[src/cmc_pkg.sv]
package cmc_pkg;

  // Clock rate and derived timing counts.
  localparam int CLK_MHZ = 10;
  localparam int CLK_NS = 100;
  // Transmit squelch turn-on pulse width, in ns (least time, rounds up).
  localparam int SQ_ON_NS = 17;
  localparam int SQ_ON_CYC = (SQ_ON_NS + CLK_NS - 1) / CLK_NS;
  // Idle detection, data high longer than this, in ns (least time).
  localparam int IDL_NS = 175;
  localparam int IDL_CYC = (IDL_NS + CLK_NS - 1) / CLK_NS;
  // Typical transmit idle detection time, in ns; kept for reference.
  localparam int TIDL_TYP_NS = 170;
  // Transmit dribble rejection window, in ns.
  localparam int TX_REJ_NS = 800;
  localparam int TX_REJ_CYC = TX_REJ_NS / CLK_NS;
  // Receive rejection window, in ns.
  localparam int RX_REJ_NS = 1000;
  localparam int RX_REJ_CYC = RX_REJ_NS / CLK_NS;
  // Heartbeat delay and width, in ns.
  localparam int HB_DLY_NS = 1100;
  localparam int HB_DLY_CYC = HB_DLY_NS / CLK_NS;
  localparam int HB_W_NS = 1000;
  localparam int HB_W_CYC = HB_W_NS / CLK_NS;
  // Long timers, in ms; the cycle counts are top-level parameters.
  localparam int XCOL_MS = 250;
  localparam int JAB_ACT_MS = 26;
  localparam int JAB_RST_MS = 420;
  localparam int JAB_EXIT_MS = 500;
  localparam int XCOL_CYC = XCOL_MS * 1000 * CLK_MHZ;
  localparam int JAB_ACT_CYC = JAB_ACT_MS * 1000 * CLK_MHZ;
  localparam int JAB_RST_CYC = JAB_RST_MS * 1000 * CLK_MHZ;
  localparam int JAB_EXIT_CYC = JAB_EXIT_MS * 1000 * CLK_MHZ;
  // Reception start within this many bit times.
  localparam int RX_START_BITS = 5;
  localparam int CNT_W = 24;
  localparam int SC_W = 4;

  // Three-level selection input decoded by the pad into two wires.
  typedef struct packed {
    logic hi;
    logic lo;
  } cmc_hbsel_s;

  // Cable-side comparator outputs from the analog front end.
  typedef struct packed {
    logic carrier;
    logic collision;
    logic data;
  } cmc_cable_s;

  typedef enum logic [1:0] {
    HB_OFF,
    HB_ON,
    HB_TEST
  } cmc_hbmode_e;

endpackage : cmc_pkg

[src/cmc_mau_ctrl.sv]
`timescale 1ns/1ps
`default_nettype none
module cmc_mau_ctrl
  import cmc_pkg::*;
#(
  parameter int XCOL_N = XCOL_CYC,
  parameter int JAB_ACT_N = JAB_ACT_CYC,
  parameter int JAB_RST_N = JAB_RST_CYC,
  parameter int JAB_EXIT_N = JAB_EXIT_CYC
) (
  input wire logic core_clk, // 10 MHz core clock.
  input wire logic srst, // Synchronous reset, active high.
  input wire logic ce, // Clock enable; low freezes all state.
  input wire logic tx_squelch_level, // Transmit input beyond squelch threshold.
  input wire logic tx_data, // Transmit data from the manchester_converter.
  input wire cmc_cable_s cable_receive_input, // Cable comparators.
  input wire cmc_hbsel_s heartbeat_select_input, // Decoded three-level select.
  output logic cable_transmit_output, // Data toward the cable driver.
  output logic cable_transmit_enable, // Cable driver active.
  output logic rx_data_out, // Receive data toward the station.
  output logic rx_enable, // Receive driver active.
  output logic collision_indication_pair, // Collision signal, 5 MHz burst.
  output logic collision_indication_enable // Collision driver active.
);

  logic [2:0] tx_s;
  logic [2:0] rx_s;
  logic [1:0] hb_s;

  // All pin inputs cross in through two flops.
  cmc_sync #(.W(8)) u_sync (
    .core_clk(core_clk),
    .srst(srst),
    .ce(ce),
    .d_in({tx_squelch_level, tx_data, 1'b0, cable_receive_input, heartbeat_select_input}),
    .q_out({tx_s, rx_s, hb_s})
  );

  logic sq_lvl, txd, carr, coll, rxd;
  cmc_hbmode_e mode;
  assign sq_lvl = tx_s[2];
  assign txd = tx_s[1];
  assign carr = rx_s[2] | rx_s[1];
  assign coll = rx_s[1];
  assign rxd = rx_s[0];

  // Three-level decode; neither wire means the middle or floating level.
  always_comb begin
    if (hb_s[1]) mode = HB_ON;
    else if (hb_s[0]) mode = HB_OFF;
    else mode = HB_TEST;
  end

  // Transmit state group.
  logic sq_open_ff, nxt_sq_open_ff;
  logic [SC_W-1:0] sq_cnt_ff, nxt_sq_cnt_ff;
  logic [SC_W-1:0] tx_hi_ff, nxt_tx_hi_ff;
  logic [SC_W-1:0] tx_rej_ff, nxt_tx_rej_ff;
  logic tx_end;

  always_comb begin
    nxt_sq_open_ff = sq_open_ff;
    nxt_sq_cnt_ff = sq_cnt_ff;
    nxt_tx_hi_ff = tx_hi_ff;
    nxt_tx_rej_ff = tx_rej_ff;
    tx_end = 1'b0;
    if (tx_rej_ff != '0) begin
      nxt_tx_rej_ff = tx_rej_ff - 1'b1;
      nxt_sq_cnt_ff = '0;
    end else if (!sq_open_ff) begin
      // Pulse width is measured in whole cycles, so 17 ns needs one sample.
      if (sq_lvl) nxt_sq_cnt_ff = sq_cnt_ff + 1'b1;
      else nxt_sq_cnt_ff = '0;
      if (sq_lvl && (sq_cnt_ff + 1'b1 >= SC_W'(SQ_ON_CYC))) begin
        nxt_sq_open_ff = 1'b1;
        nxt_tx_hi_ff = '0;
      end
    end else begin
      nxt_tx_hi_ff = txd ? tx_hi_ff + 1'b1 : '0;
      // High beyond 175 ns ends the packet; the third high sample in a row ends it, past the 170 ns typical.
      if (!sq_lvl || (txd && tx_hi_ff >= SC_W'(IDL_CYC))) begin
        nxt_sq_open_ff = 1'b0;
        nxt_tx_rej_ff = SC_W'(TX_REJ_CYC);
        nxt_sq_cnt_ff = '0;
        tx_end = 1'b1;
      end
    end
    if (srst) begin
      nxt_sq_open_ff = 1'b0;
      nxt_sq_cnt_ff = '0;
      nxt_tx_hi_ff = '0;
      nxt_tx_rej_ff = '0;
    end else if (!ce) begin
      nxt_sq_open_ff = sq_open_ff;
      nxt_sq_cnt_ff = sq_cnt_ff;
      nxt_tx_hi_ff = tx_hi_ff;
      nxt_tx_rej_ff = tx_rej_ff;
      tx_end = 1'b0;
    end
  end

  always_ff @(posedge core_clk) begin
    sq_open_ff <= nxt_sq_open_ff;
    sq_cnt_ff <= nxt_sq_cnt_ff;
    tx_hi_ff <= nxt_tx_hi_ff;
    tx_rej_ff <= nxt_tx_rej_ff;
  end

  // Jabber and heartbeat group.
  logic jab_ff, nxt_jab_ff;
  logic [CNT_W-1:0] jab_cnt_ff, nxt_jab_cnt_ff;
  logic [CNT_W-1:0] exit_cnt_ff, nxt_exit_cnt_ff;
  logic hb_act_ff, nxt_hb_act_ff;
  logic [SC_W:0] hb_cnt_ff, nxt_hb_cnt_ff;
  logic hb_wait_ff, nxt_hb_wait_ff;
  logic jab_allowed;
  assign jab_allowed = (mode != HB_TEST) && (exit_cnt_ff == '0);

  always_comb begin
    nxt_jab_ff = jab_ff;
    nxt_jab_cnt_ff = jab_cnt_ff;
    nxt_exit_cnt_ff = exit_cnt_ff;
    nxt_hb_act_ff = hb_act_ff;
    nxt_hb_cnt_ff = hb_cnt_ff;
    nxt_hb_wait_ff = hb_wait_ff;
    // Test mode reloads the exit timer so jabber waits 0.5 s after leaving it.
    if (mode == HB_TEST) nxt_exit_cnt_ff = CNT_W'(JAB_EXIT_N);
    else if (exit_cnt_ff != '0) nxt_exit_cnt_ff = exit_cnt_ff - 1'b1;
    if (jab_ff) begin
      // Reset time-out runs regardless of the transmit input.
      if (jab_cnt_ff + 1'b1 >= CNT_W'(JAB_RST_N)) begin
        nxt_jab_ff = 1'b0;
        nxt_jab_cnt_ff = '0;
      end else nxt_jab_cnt_ff = jab_cnt_ff + 1'b1;
    end else if (sq_open_ff && jab_allowed) begin
      if (jab_cnt_ff + 1'b1 >= CNT_W'(JAB_ACT_N)) begin
        nxt_jab_ff = 1'b1;
        nxt_jab_cnt_ff = '0;
        nxt_hb_wait_ff = 1'b0;
        nxt_hb_act_ff = 1'b0;
      end else nxt_jab_cnt_ff = jab_cnt_ff + 1'b1;
    end else nxt_jab_cnt_ff = '0;
    // Heartbeat: wait 1.1 us after transmit end, then 1.0 us burst.
    if (tx_end && mode == HB_ON && !jab_ff) begin
      nxt_hb_wait_ff = 1'b1;
      nxt_hb_cnt_ff = '0;
    end else if (hb_wait_ff) begin
      if (mode != HB_ON || jab_ff) nxt_hb_wait_ff = 1'b0;
      else if (hb_cnt_ff + 1'b1 >= (SC_W+1)'(HB_DLY_CYC)) begin
        nxt_hb_wait_ff = 1'b0;
        nxt_hb_act_ff = 1'b1;
        nxt_hb_cnt_ff = '0;
      end else nxt_hb_cnt_ff = hb_cnt_ff + 1'b1;
    end else if (hb_act_ff) begin
      if (hb_cnt_ff + 1'b1 >= (SC_W+1)'(HB_W_CYC) || jab_ff) begin
        nxt_hb_act_ff = 1'b0;
        nxt_hb_cnt_ff = '0;
      end else nxt_hb_cnt_ff = hb_cnt_ff + 1'b1;
    end
    if (srst) begin
      nxt_jab_ff = 1'b0;
      nxt_jab_cnt_ff = '0;
      nxt_exit_cnt_ff = '0;
      nxt_hb_act_ff = 1'b0;
      nxt_hb_cnt_ff = '0;
      nxt_hb_wait_ff = 1'b0;
    end else if (!ce) begin
      nxt_jab_ff = jab_ff;
      nxt_jab_cnt_ff = jab_cnt_ff;
      nxt_exit_cnt_ff = exit_cnt_ff;
      nxt_hb_act_ff = hb_act_ff;
      nxt_hb_cnt_ff = hb_cnt_ff;
      nxt_hb_wait_ff = hb_wait_ff;
    end
  end

  always_ff @(posedge core_clk) begin
    jab_ff <= nxt_jab_ff;
    jab_cnt_ff <= nxt_jab_cnt_ff;
    exit_cnt_ff <= nxt_exit_cnt_ff;
    hb_act_ff <= nxt_hb_act_ff;
    hb_cnt_ff <= nxt_hb_cnt_ff;
    hb_wait_ff <= nxt_hb_wait_ff;
  end

  // Receive group.
  logic rx_on_ff, nxt_rx_on_ff;
  logic [SC_W-1:0] rx_hi_ff, nxt_rx_hi_ff;
  logic [SC_W-1:0] rx_rej_ff, nxt_rx_rej_ff;
  logic idl_ff, nxt_idl_ff;
  logic [CNT_W-1:0] xcol_ff, nxt_xcol_ff;
  logic xcol_off;
  assign xcol_off = (xcol_ff >= CNT_W'(XCOL_N));

  always_comb begin
    nxt_rx_on_ff = rx_on_ff;
    nxt_rx_hi_ff = rx_hi_ff;
    nxt_rx_rej_ff = rx_rej_ff;
    nxt_idl_ff = 1'b0;
    // Timer counts only unbroken collision and saturates at the limit.
    if (!coll) nxt_xcol_ff = '0;
    else if (!xcol_off) nxt_xcol_ff = xcol_ff + 1'b1;
    else nxt_xcol_ff = xcol_ff;
    if (rx_rej_ff != '0) begin
      nxt_rx_rej_ff = rx_rej_ff - 1'b1;
    end else if (!rx_on_ff) begin
      // Enable within two sync cycles plus one, well inside five bit times.
      if (carr) begin
        nxt_rx_on_ff = 1'b1;
        nxt_rx_hi_ff = '0;
      end
    end else begin
      nxt_rx_hi_ff = rxd ? rx_hi_ff + 1'b1 : '0;
      if (!carr || (rxd && rx_hi_ff >= SC_W'(IDL_CYC))) begin
        nxt_rx_on_ff = 1'b0;
        nxt_idl_ff = 1'b1;
        nxt_rx_rej_ff = SC_W'(RX_REJ_CYC);
      end
    end
    if (srst) begin
      nxt_rx_on_ff = 1'b0;
      nxt_rx_hi_ff = '0;
      nxt_rx_rej_ff = '0;
      nxt_idl_ff = 1'b0;
      nxt_xcol_ff = '0;
    end else if (!ce) begin
      nxt_rx_on_ff = rx_on_ff;
      nxt_rx_hi_ff = rx_hi_ff;
      nxt_rx_rej_ff = rx_rej_ff;
      nxt_idl_ff = idl_ff;
      nxt_xcol_ff = xcol_ff;
    end
  end

  always_ff @(posedge core_clk) begin
    rx_on_ff <= nxt_rx_on_ff;
    rx_hi_ff <= nxt_rx_hi_ff;
    rx_rej_ff <= nxt_rx_rej_ff;
    idl_ff <= nxt_idl_ff;
    xcol_ff <= nxt_xcol_ff;
  end

  // Output group; every pin is a flop, so outputs trail state by one cycle.
  logic tx_out_ff, nxt_tx_out_ff, tx_en_ff, nxt_tx_en_ff;
  logic rxo_ff, nxt_rxo_ff, rxe_ff, nxt_rxe_ff;
  logic cd_ff, nxt_cd_ff, cde_ff, nxt_cde_ff;
  logic osc_ff, nxt_osc_ff;
  logic cd_src;
  assign cd_src = coll || jab_ff || hb_act_ff;

  always_comb begin
    nxt_osc_ff = ~osc_ff;
    // Idle cable level is data high, which draws no current.
    nxt_tx_en_ff = sq_open_ff && !jab_ff;
    nxt_tx_out_ff = nxt_tx_en_ff ? txd : 1'b1;
    // The appended idle pulse is one cycle of high with the driver on.
    nxt_rxe_ff = (rx_on_ff && !xcol_off) || idl_ff;
    nxt_rxo_ff = idl_ff ? 1'b1 : (nxt_rxe_ff && rxd);
    // Oscillator toggle at core rate gives a 5 MHz square; the true 10 MHz needs a faster source.
    nxt_cde_ff = cd_src;
    nxt_cd_ff = cd_src && osc_ff;
    if (srst) begin
      nxt_osc_ff = 1'b0;
      nxt_tx_en_ff = 1'b0;
      nxt_tx_out_ff = 1'b1;
      nxt_rxe_ff = 1'b0;
      nxt_rxo_ff = 1'b0;
      nxt_cde_ff = 1'b0;
      nxt_cd_ff = 1'b0;
    end else if (!ce) begin
      nxt_osc_ff = osc_ff;
      nxt_tx_en_ff = tx_en_ff;
      nxt_tx_out_ff = tx_out_ff;
      nxt_rxe_ff = rxe_ff;
      nxt_rxo_ff = rxo_ff;
      nxt_cde_ff = cde_ff;
      nxt_cd_ff = cd_ff;
    end
  end

  always_ff @(posedge core_clk) begin
    osc_ff <= nxt_osc_ff;
    tx_en_ff <= nxt_tx_en_ff;
    tx_out_ff <= nxt_tx_out_ff;
    rxe_ff <= nxt_rxe_ff;
    rxo_ff <= nxt_rxo_ff;
    cde_ff <= nxt_cde_ff;
    cd_ff <= nxt_cd_ff;
  end

  assign cable_transmit_output = tx_out_ff;
  assign cable_transmit_enable = tx_en_ff;
  assign rx_data_out = rxo_ff;
  assign rx_enable = rxe_ff;
  assign collision_indication_pair = cd_ff;
  assign collision_indication_enable = cde_ff;

endmodule // cmc_mau_ctrl
`default_nettype wire

[src/cmc_sync.sv]
`timescale 1ns/1ps
`default_nettype none
// Two-flop synchroniser for asynchronous pin levels; first stage feeds only the second.
module cmc_sync #(
  parameter int W = 1
) (
  input wire logic core_clk, // Core clock.
  input wire logic srst, // Synchronous reset.
  input wire logic ce, // Clock enable.
  input wire logic [W-1:0] d_in, // Asynchronous inputs.
  output logic [W-1:0] q_out // Synchronised outputs.
);
  logic [W-1:0] meta_ff;
  logic [W-1:0] nxt_meta_ff;
  logic [W-1:0] sync_ff;
  logic [W-1:0] nxt_sync_ff;

  // Hold on clock enable low, clear on reset.
  always_comb begin
    nxt_meta_ff = meta_ff;
    nxt_sync_ff = sync_ff;
    if (srst) begin
      nxt_meta_ff = '0;
      nxt_sync_ff = '0;
    end else if (ce) begin
      nxt_meta_ff = d_in;
      nxt_sync_ff = meta_ff;
    end
  end

  always_ff @(posedge core_clk) begin
    meta_ff <= nxt_meta_ff;
    sync_ff <= nxt_sync_ff;
  end

  assign q_out = sync_ff;
endmodule // cmc_sync
`default_nettype wire

[config.mk]
export PLATFORM = sky130hd
export DESIGN_NAME = cmc_mau_ctrl
export DESIGN_NICKNAME = d
export VERILOG_FILES = /design/src/cmc_pkg.sv /design/src/cmc_mau_ctrl.sv /design/src/cmc_sync.sv
export SDC_FILE = /design/constraint.sdc
export NUM_CORES = 1
export LEC_CHECK = 0
export BUFFER_PORTS_ARGS = -buffer_cell sky130_fd_sc_hd__buf_2
export CAP_MARGIN = 20
export CORE_ASPECT_RATIO = 1.25
export CORE_MARGIN = 2
export CORE_UTILIZATION = 46
export DETAILED_ROUTE_END_ITERATION = 7
export HOLD_SLACK_MARGIN = 0.1
export PLACE_DENSITY_LB_ADDON = 0.25
export SYNTH_ARGS = -nofsm -noshare
export SYNTH_HDL_FRONTEND = slang
export SYNTH_SLANG_ARGS = --single-unit
[constraint.sdc]
create_clock -name core_clk -period 3.6 [get_ports core_clk]
set_input_delay 0.18 -clock core_clk [delete_from_list [all_inputs] [get_ports core_clk]]
set_output_delay 0.18 -clock core_clk [all_outputs]
set_load 0.02 [all_outputs]
== Yosys cells after proc, flatten, opt, wreduce, memory -nomap -nowiden ==
Cells that the tools add are included.
Cells by class
  muxes and demuxes: 68
  $lt $le $gt $ge: 8
  add/subtract/negate cells: 9
  bitwise logic cells: 4
  equal/unequal tests: 7
  reduce and logical (&&, ||, !) cells: 44
Operators with widths (number)
  two-way mux 24 bit: 8
  two-way mux 4 bit: 16
  adder 24 x 1 -> 24 bit, second input constant: 2
  two-way mux 1 bit: 36
  two-way mux 5 bit: 6
  >= comparator 24 x 18 -> 1 bit, second input constant: 1
  >= comparator 24 x 22 -> 1 bit, second input constant: 1
  >= comparator 24 x 23 -> 1 bit, second input constant: 1
  zero test 24 bit: 1
  nonzero test 24 bit: 1
  subtractor 24 x 1 -> 24 bit, second input constant: 1
  AND reduction 3 bit: 5
  nonzero test 2 bit: 7
  adder 4 x 1 -> 4 bit, second input constant: 3
  logical AND 1 bit: 11
  >= comparator 5 x 4 -> 1 bit, second input constant: 2
  AND reduction 2 bit: 5
  >= comparator 4 x 2 -> 1 bit, second input constant: 2
  nonzero test 4 bit: 2
  subtractor 4 x 1 -> 4 bit, second input constant: 2
  logical OR 1 bit: 7
  adder 5 x 1 -> 5 bit, second input constant: 1
  >= comparator 4 x 1 -> 1 bit, second input constant: 1
  zero test 1 bit: 4
  10 further kinds: 14
Word-level totals
  word-level logic and storage cells: 164
  input port bits: 10
  output and inout bits: 6
  register bits after elaboration: 124

== Depth between registers and ports, before layout ==
Gate-level depths: netlist of run 1.
  word-level depth: 12
  depth in mapped cells: 11
  depth with buffers taken out: 10

== By module ==
From an unflattened synthesis of run 1, not the netlist that was laid out.
Second synthesis, totals
  cells, all modules: 773
  area, all modules: 6471.2 um2
Modules (own cells, without submodules)
  cmc_mau_ctrl: cells each 721, area an instance 5890.6 um2, instances 1, sequential area each 2202.1 um2
  cmc_sync: cells each 52, area an instance 580.6 um2, instances 1, sequential area each 320.3 um2

== Worst setup path after synthesis of run 1 ==
Ideal clock, no wire load.
  path type: flip-flop to flip-flop
  start point: register jab_cnt_ff[1]
  end point: register jab_cnt_ff[15]
  path buffers: 1
  stages on the path, launching flop included: 11
  period minus slack after synthesis: 2.816 ns
  setup time: 0.138 ns
  required time: 3.462 ns
  slack: 0.784 ns
  data arrival time: 2.678 ns
  cells stage by stage: dfxtp_1 > ha_1 > nand4_2 > nor4_2 > and3_1 > nor3_1 > a31oi_1 > nor3_1 > a211oi_4 > buf_6 > nor3_2
Between the ends
  cells in the longest elaborated chain, start to end: 5
  elaborated cells between the ends (all ways): 7
  those cells by class: add/sub (1); order compare (2); mux (4)
Ends and longest elaborated chain
  start: declaration: line cmc_mau_ctrl.sv:111  | logic [CNT_W-1:0] jab_cnt_ff, nxt_jab_cnt_ff;
  start signal: assignment: line cmc_mau_ctrl.sv:179  | jab_cnt_ff <= nxt_jab_cnt_ff;
  adder 24 x 1 -> 24 bit (*)
  >= comparator 24 x 18 -> 1 bit: line cmc_mau_ctrl.sv:136  | if (jab_cnt_ff + 1'b1 >= CNT_W'(JAB_ACT_N)) begin
  two-way mux 24 bit: line cmc_mau_ctrl.sv:136
  two-way mux 24 bit: line cmc_mau_ctrl.sv:135  | end else if (sq_open_ff && jab_allowed) begin
  two-way mux 24 bit (*): line cmc_mau_ctrl.sv:129  | if (jab_ff) begin
Mark *: on every way between the ends. The rest lies on a longest branch, timed or not.
A chain may end at the register's enable or synchronous reset.

== Final worst setup path of run 1 ==
  start point: register jab_cnt_ff[0]
  end point: register jab_cnt_ff[10]
Same word-level chain as after synthesis.

==> out/results.ini, run 1 <==
[die]
die_w_um=109.4
design.die.area_um2=14840
rows=48
ioPinCount=16
dieHeight_um=135.7
initial_core_util=0.4661
coreArea_um2=13690

[finish]
drive_above_1_share=0.09974
area_delta_synth_final_pct=12.64
fill_cells=1291
diodes=0
fin_nets=795
final_util=0.5250
stdcell_count=957

[global_routing]
grt_pass1_vias=5325
grt_max_degree=76
grt-ovfl-total=0
grtUsageTotal=0.1998
grt_pass1_wl_mm=23.77
antenna_found_initial=0

[worst_setup_path]
path_delay_family=simple AND/OR/NAND/NOR gates
critPathLaunchType=flip-flop
rr_worst_depth=10
path_cells=ha_1 -> nand4_2 -> nor4_2 -> nand2_1 -> xnor2_1 -> a2111o_1 -> o32ai_4 -> a211oi_4 -> buf_4 -> nor4_2
crit_top_cell=nor4_2
arrival_ns=3.56
timing.rr.start=jab_cnt_ff[0]
worstSetupEndpointType=flip-flop
reg2reg_to=jab_cnt_ff[10]
critPathMaxFanout=16
worstPathRequired_ns=3.92
crit_buf_inv=1
cp_slowest_stage_delay_ns=0.53
setup.worst_path.class=reg -> reg
rrSetupSlack_ns=0.37
cpMaxStageDelayCell=dfxtp_1

[synthesis]
synth_cell_types=65
synth_top_cell_area_share=0.3889
syn_area_um2=6382
yosys.area.top_type=dfxtp_1
yosysSeqAreaShare=0.3889
synth-edff-count=0
synth-seq-cells=124
synth-main-ff-cell=dfxtp_1
avgSynthCellArea_um2=8.398
syn_inst=760
synthArstFlopShare=0
synth_area_leaders=dfxtp_1 (39%), nor2_1 (5.3%), xor2_1 (4.5%), a21oi_1 (4.2%), nand2_1 (3.7%)
yosysWarnings=0
syn-num-nets=785

[placement]
numPortBuffers=15
pre_cts_ws_ns=0.2787
dp_hpwl_mm=9.668
place_inst=919
gp_congestion=0.8362

[power]
power_frac_clock=0.460
p_per_area_nw_per_um2=473.9
leakagePower_nw=2.675
pwr-share-comb=0.105
ir_drop_v=0.0003831
power_frac_seq=0.435
p_int_mw=2.541
switchingPower_uw=866.3
swShare=0.2543

[clock_network]
numCtsBuffers=17
path_clk_slew_ns=0.06
clock-sinks=124
root_buffer=clkbuf_16
cts_tree=built
htreeDepth=4
post-cts-setup-buffer-count=0
insertion_delay_ns=0.41
clockBufferDepth=2

[timing]
slew_viol_final=0
finalWorstSetupSlack_ns=0.3652
slew_headroom=0.2982
fin_skew_ns=0.009292
rsz0062_at_grt=false
hold_viol=0
setup_viol=0
setup_tns_ns=0
tightestPinTransition_ns=1.040
period_needed_ns=3.235
finalCritPeriodShare=0.8985
fmax_mhz=309.1

[worst_hold_path]
holdPathStages=3
whs_endpoint=cable_transmit_output
hold_path_class=in -> reg
min-delay-start=srst

[drt]
post_drt_via_cell_ratio=5.790
vias=5541
wl_mm=14.21
antenna_left=0
drtIter0Drc=305
first_pass_iters=7
avgRoutedWirePerCell_um=14.85
drc_errors=0

[flow_run]
cap_violations=0

[status]
status=completed

what timing repair did:
item	in CTS	in global routing
endpoints found under the setup margin	0	1
hold buffers	7	0
gates resized for setup	0	1
endpoints found under the hold margin	7	0
flip-flops by register name, indices dropped and copies added (netlist names), 4 cells and up:
signal          count
tx_hi_ff            4
u_sync.meta_ff      7
xcol_ff            24
rx_hi_ff            4
sq_cnt_ff           4
exit_cnt_ff        24
rx_rej_ff           4
u_sync.q_out        7
jab_cnt_ff         24
tx_rej_ff           4
hb_cnt_ff           5
layout make-up:
type | instances | area [um2] | area share
well taps | 175 | 219.0 | 0.03046
clock buffers | 24 | 471.7 | 0.06561
multi-input cells | 577 | 3674 | 0.5110
flip-flops and latches | 124 | 2482 | 0.3453
inverters | 21 | 78.83 | 0.01096
clock inverters | 7 | 66.31 | 0.009224
repair buffers | 29 | 197.7 | 0.02750
cells in the final DEF, fill, tap and decap left out, types with 21 or more instances in the layout:
cell type	n
o21ai_0	28
inv_1	21
nor3_1	31
nand2_1	63
xor2_1	33
or3_1	21
nand3_1	29
nor2_1	90
a21oi_1	52
dfxtp_1	124
kinds of logic after synthesis:
family                     after synthesis  share of synthesized area
and+or+nand+nor                        350                     0.2994
AOI/OAI and AO/OA                      143                     0.1474
DFF                                    124                     0.3889
buffers and inverters                   59                    0.03685
xor gates and xnor gates                52                    0.07136
muxes                                   17                    0.02666
adders and majority gates               15                    0.02941
cells in the mapped netlist (8+ instances only):
cell type	number
a21oi_1	53
and3_1	15
clkbuf_1	31
dfxtp_1	124
ha_1	15
inv_1	21
mux2i_1	17
nand2_1	63
nand3_1	29
nand4_1	16
nor2_1	90
nor3_1	32
nor3_2	10
nor4_1	9
o21ai_0	28
o31ai_1	8
or3_1	21
or4_1	17
xnor2_1	19
xor2_1	33
tightest hold or removal path, stage by stage:
cell and delay [ns]:
buf_2 0.12, inv_1 0.17, o21ai_0 0.12
metrics by stage:
step	hold slack, ns	cell area [um2]	power [mW]
after floorplan	0.3272	6382	1.771
after global placement	0.4169	6576	1.839
after detailed placement	0.4257	6576	1.859
after CTS	0.2081	7184	3.432
after global routing	0.2474	7189	3.539
final	0.2197	7189	3.407
worst max-delay path by stage:
stage	start	to	slack [ns]	cells past startpoint
after global placement	jab_cnt_ff[0]	jab_cnt_ff[10]	0.42	9
after CTS	jab_cnt_ff[0]	jab_cnt_ff[10]	0.26	9
after global routing	jab_cnt_ff[0]	jab_cnt_ff[13]	0.03	10
after detailed placement	jab_cnt_ff[0]	jab_cnt_ff[10]	0.28	9
after floorplan	jab_cnt_ff[1]	jab_cnt_ff[15]	0.78	10
final	jab_cnt_ff[0]	jab_cnt_ff[10]	0.37	10
power by group through the flow:
| stage | combinational [mW] | sequential, mW | clock, mW |
|---|---|---|---|
| after floorplan | 0.275 | 1.50 | 0 |
| after global placement | 0.336 | 1.50 | 0 |
| after detailed placement | 0.351 | 1.51 | 0 |
| after CTS | 0.359 | 1.48 | 1.59 |
| after global routing | 0.406 | 1.49 | 1.65 |
| final | 0.359 | 1.48 | 1.57 |
layer usage:
metal	share of wire	vias up	GRT usage
li1	-	2761	-
met1	0.44	2651	0.2262
met2	0.51	105	0.3597
met3	0.033	24	0.04666
met4	0.016	0	0.07314
met5	0	-	0
(Power assumes the default switching activity.)
==> run 2: changes to the inputs <==
Settings changed: CELL_PAD_IN_SITES_DETAIL_PLACEMENT set to 1, CELL_PAD_IN_SITES_GLOBAL_PLACEMENT set to 2, CORE_UTILIZATION 46 to 39.
==> run 2 against run 1 <==
- critical path type unchanged
- final cell count up 4.4%
- critical endpoint is now jab_cnt_ff[2]
- setup slack worse by 0.085 ns
- power up 12%
- largest power group unchanged
- global-route usage down 0.29 points
==> out/results.ini, run 2 (synthesis results as in run 1) <==
[timing]
setup_tns_ns=0
rsz0062_at_grt=false
slew_viol_final=0
tightestPinTransition_ns=0.9974
period_needed_ns=3.319
fin_skew_ns=0.008605
setup_viol=0
whs_ns=0.2483
slew_headroom=0.3267
fmax_mhz=301.3
hold_viol=0
finalCritPeriodShare=0.9221

[placement]
dp_hpwl_mm=10.98
numPortBuffers=15
gp_congestion=0.8047

[global_routing]
grt-ovfl-total=0
grt_pass1_wl_mm=28.05
grtUsageTotal=0.1970
antenna_found_initial=0
grt_pass1_vias=5845
grt_max_degree=76

[finish]
area_delta_synth_final_pct=16.00
final_common_cell=dfxtp_1
reg_top3=exit_cnt_ff x24, jab_cnt_ff x24, xcol_ff x24
diodes=0
fin_nets=796
drive_above_1_share=0.1086
most-common-layout-cells=dfxtp_1 (124), nor2_1 (90), nand2_1 (63)
fill_cells=1960

[clock_network]
insertion_delay_ns=0.43
htreeDepth=4
root_buffer=clkbuf_16
numCtsBuffers=17
cts_tree=built
post-cts-setup-buffer-count=0
path_clk_slew_ns=0.06
clock-sinks=124
clockBufferDepth=2

[power]
power_frac_seq=0.387
pwr-share-comb=0.096
p_int_mw=2.881
switchingPower_uw=946.2
ir_drop_v=0.0002826
swShare=0.2473
power_frac_clock=0.517
p_per_area_nw_per_um2=516.9
leakagePower_nw=2.754

[worst_setup_path]
setup.worst_path.class=reg -> reg
worstPathRequired_ns=3.87
critPathLaunchType=flip-flop
critPathMaxFanout=16
path_cells=ha_1 -> nand4_2 -> nor4_2 -> xor2_1 -> nand4b_1 -> nor4b_1 -> nor3_2 -> a211oi_4 -> buf_4 -> nor3_1
worstSetupEndpointType=flip-flop
arrival_ns=3.59
cpMaxStageDelayCell=dfxtp_1
cp_slowest_stage_delay_ns=0.53

[die]
coreArea_um2=16140
rows=52
dieHeight_um=147.0
die_w_um=118.4
initial_core_util=0.3955
design.die.area_um2=17410
ioPinCount=16

[drt]
avgRoutedWirePerCell_um=16.46
first_pass_iters=4
vias=5589
antenna_left=0
drc_errors=0
post_drt_via_cell_ratio=5.595
drtIter0Drc=149
wl_mm=16.45

[worst_hold_path]
hold_path_class=in -> reg

[flow_run]
cap_violations=0

[status]
status=completed

==> run 2: timing repair <==
action                                 CTS  global route
resized for setup                        0             3
endpoints found under the hold margin    7             0
setup endpoints to repair                0            23
hold buffers                             7             0
==> run 2: through the flow <==
| step | worst slack, ns | util | cell area [um2] | power, mW | instances |
|---|---|---|---|---|---|
| finish | 0.2806 | 0.4588 | 7403 | 3.827 | 999 |
| global route | 0.01057 | 0.4588 | 7403 | 3.976 | 999 |
| CTS | 0.09756 | 0.4576 | 7383 | 3.868 | 999 |
| detailed placement | 0.1315 | 0.4112 | 6635 | 1.869 | 961 |
| global placement | 0.3711 | 0.4112 | 6635 | 1.849 | 961 |
| floorplan | 0.7841 | - | 6382 | 1.771 | 760 |
==> run 2: final timing paths <==
check                                    from                    end  slack [ns]  cells after the start
worst max-delay path            jab_cnt_ff[0]          jab_cnt_ff[2]        0.28                     10
worst min-delay path                     srst  cable_transmit_output        0.25                      3
worst max register to register  jab_cnt_ff[0]          jab_cnt_ff[2]        0.28                     10
worst min register to register      rx_enable              rx_enable        0.48                      2
==> run 2: power by group through the flow <==
| stage | registers [mW] | clock network [mW] | logic (mW) |
|---|---|---|---|
| detailed placement | 1.51 | 0 | 0.360 |
| global route | 1.49 | 2.07 | 0.417 |
| global placement | 1.50 | 0 | 0.345 |
| CTS | 1.48 | 2.01 | 0.372 |
| finish | 1.48 | 1.98 | 0.367 |
| floorplan | 1.50 | 0 | 0.275 |
==> run 2: critical path: cells and delay by family, from the launching register on <==
kind	cells	cell delay [ns]
AOI/OAI and AO/OA	1	0.24
xor gates and xnor gates	1	0.24
adders and majority gates	1	0.37
buffers and inverters	1	0.31
DFF	1	0.53
and+or+nand+nor	6	1.47
==> run 2: area by class of cell <==
type	instances	area (um2)	area share
clock inverters	13	239.0	0.03228
clock buffers	18	439.2	0.05932
inverters	21	78.83	0.01065
multi-input cells	577	3689	0.4982
well taps	216	270.3	0.03650
repair buffers	30	205.2	0.02772
flip-flops and latches	124	2482	0.3353
==> run 2: layer usage <==
metal,GRT usage,vias up,wire length (um)
li1,-,2765,-
met1,0.2303,2752,7355
met2,0.3555,45,8471
met3,0.03300,27,288
met4,0.08155,0,330
met5,0,-,0
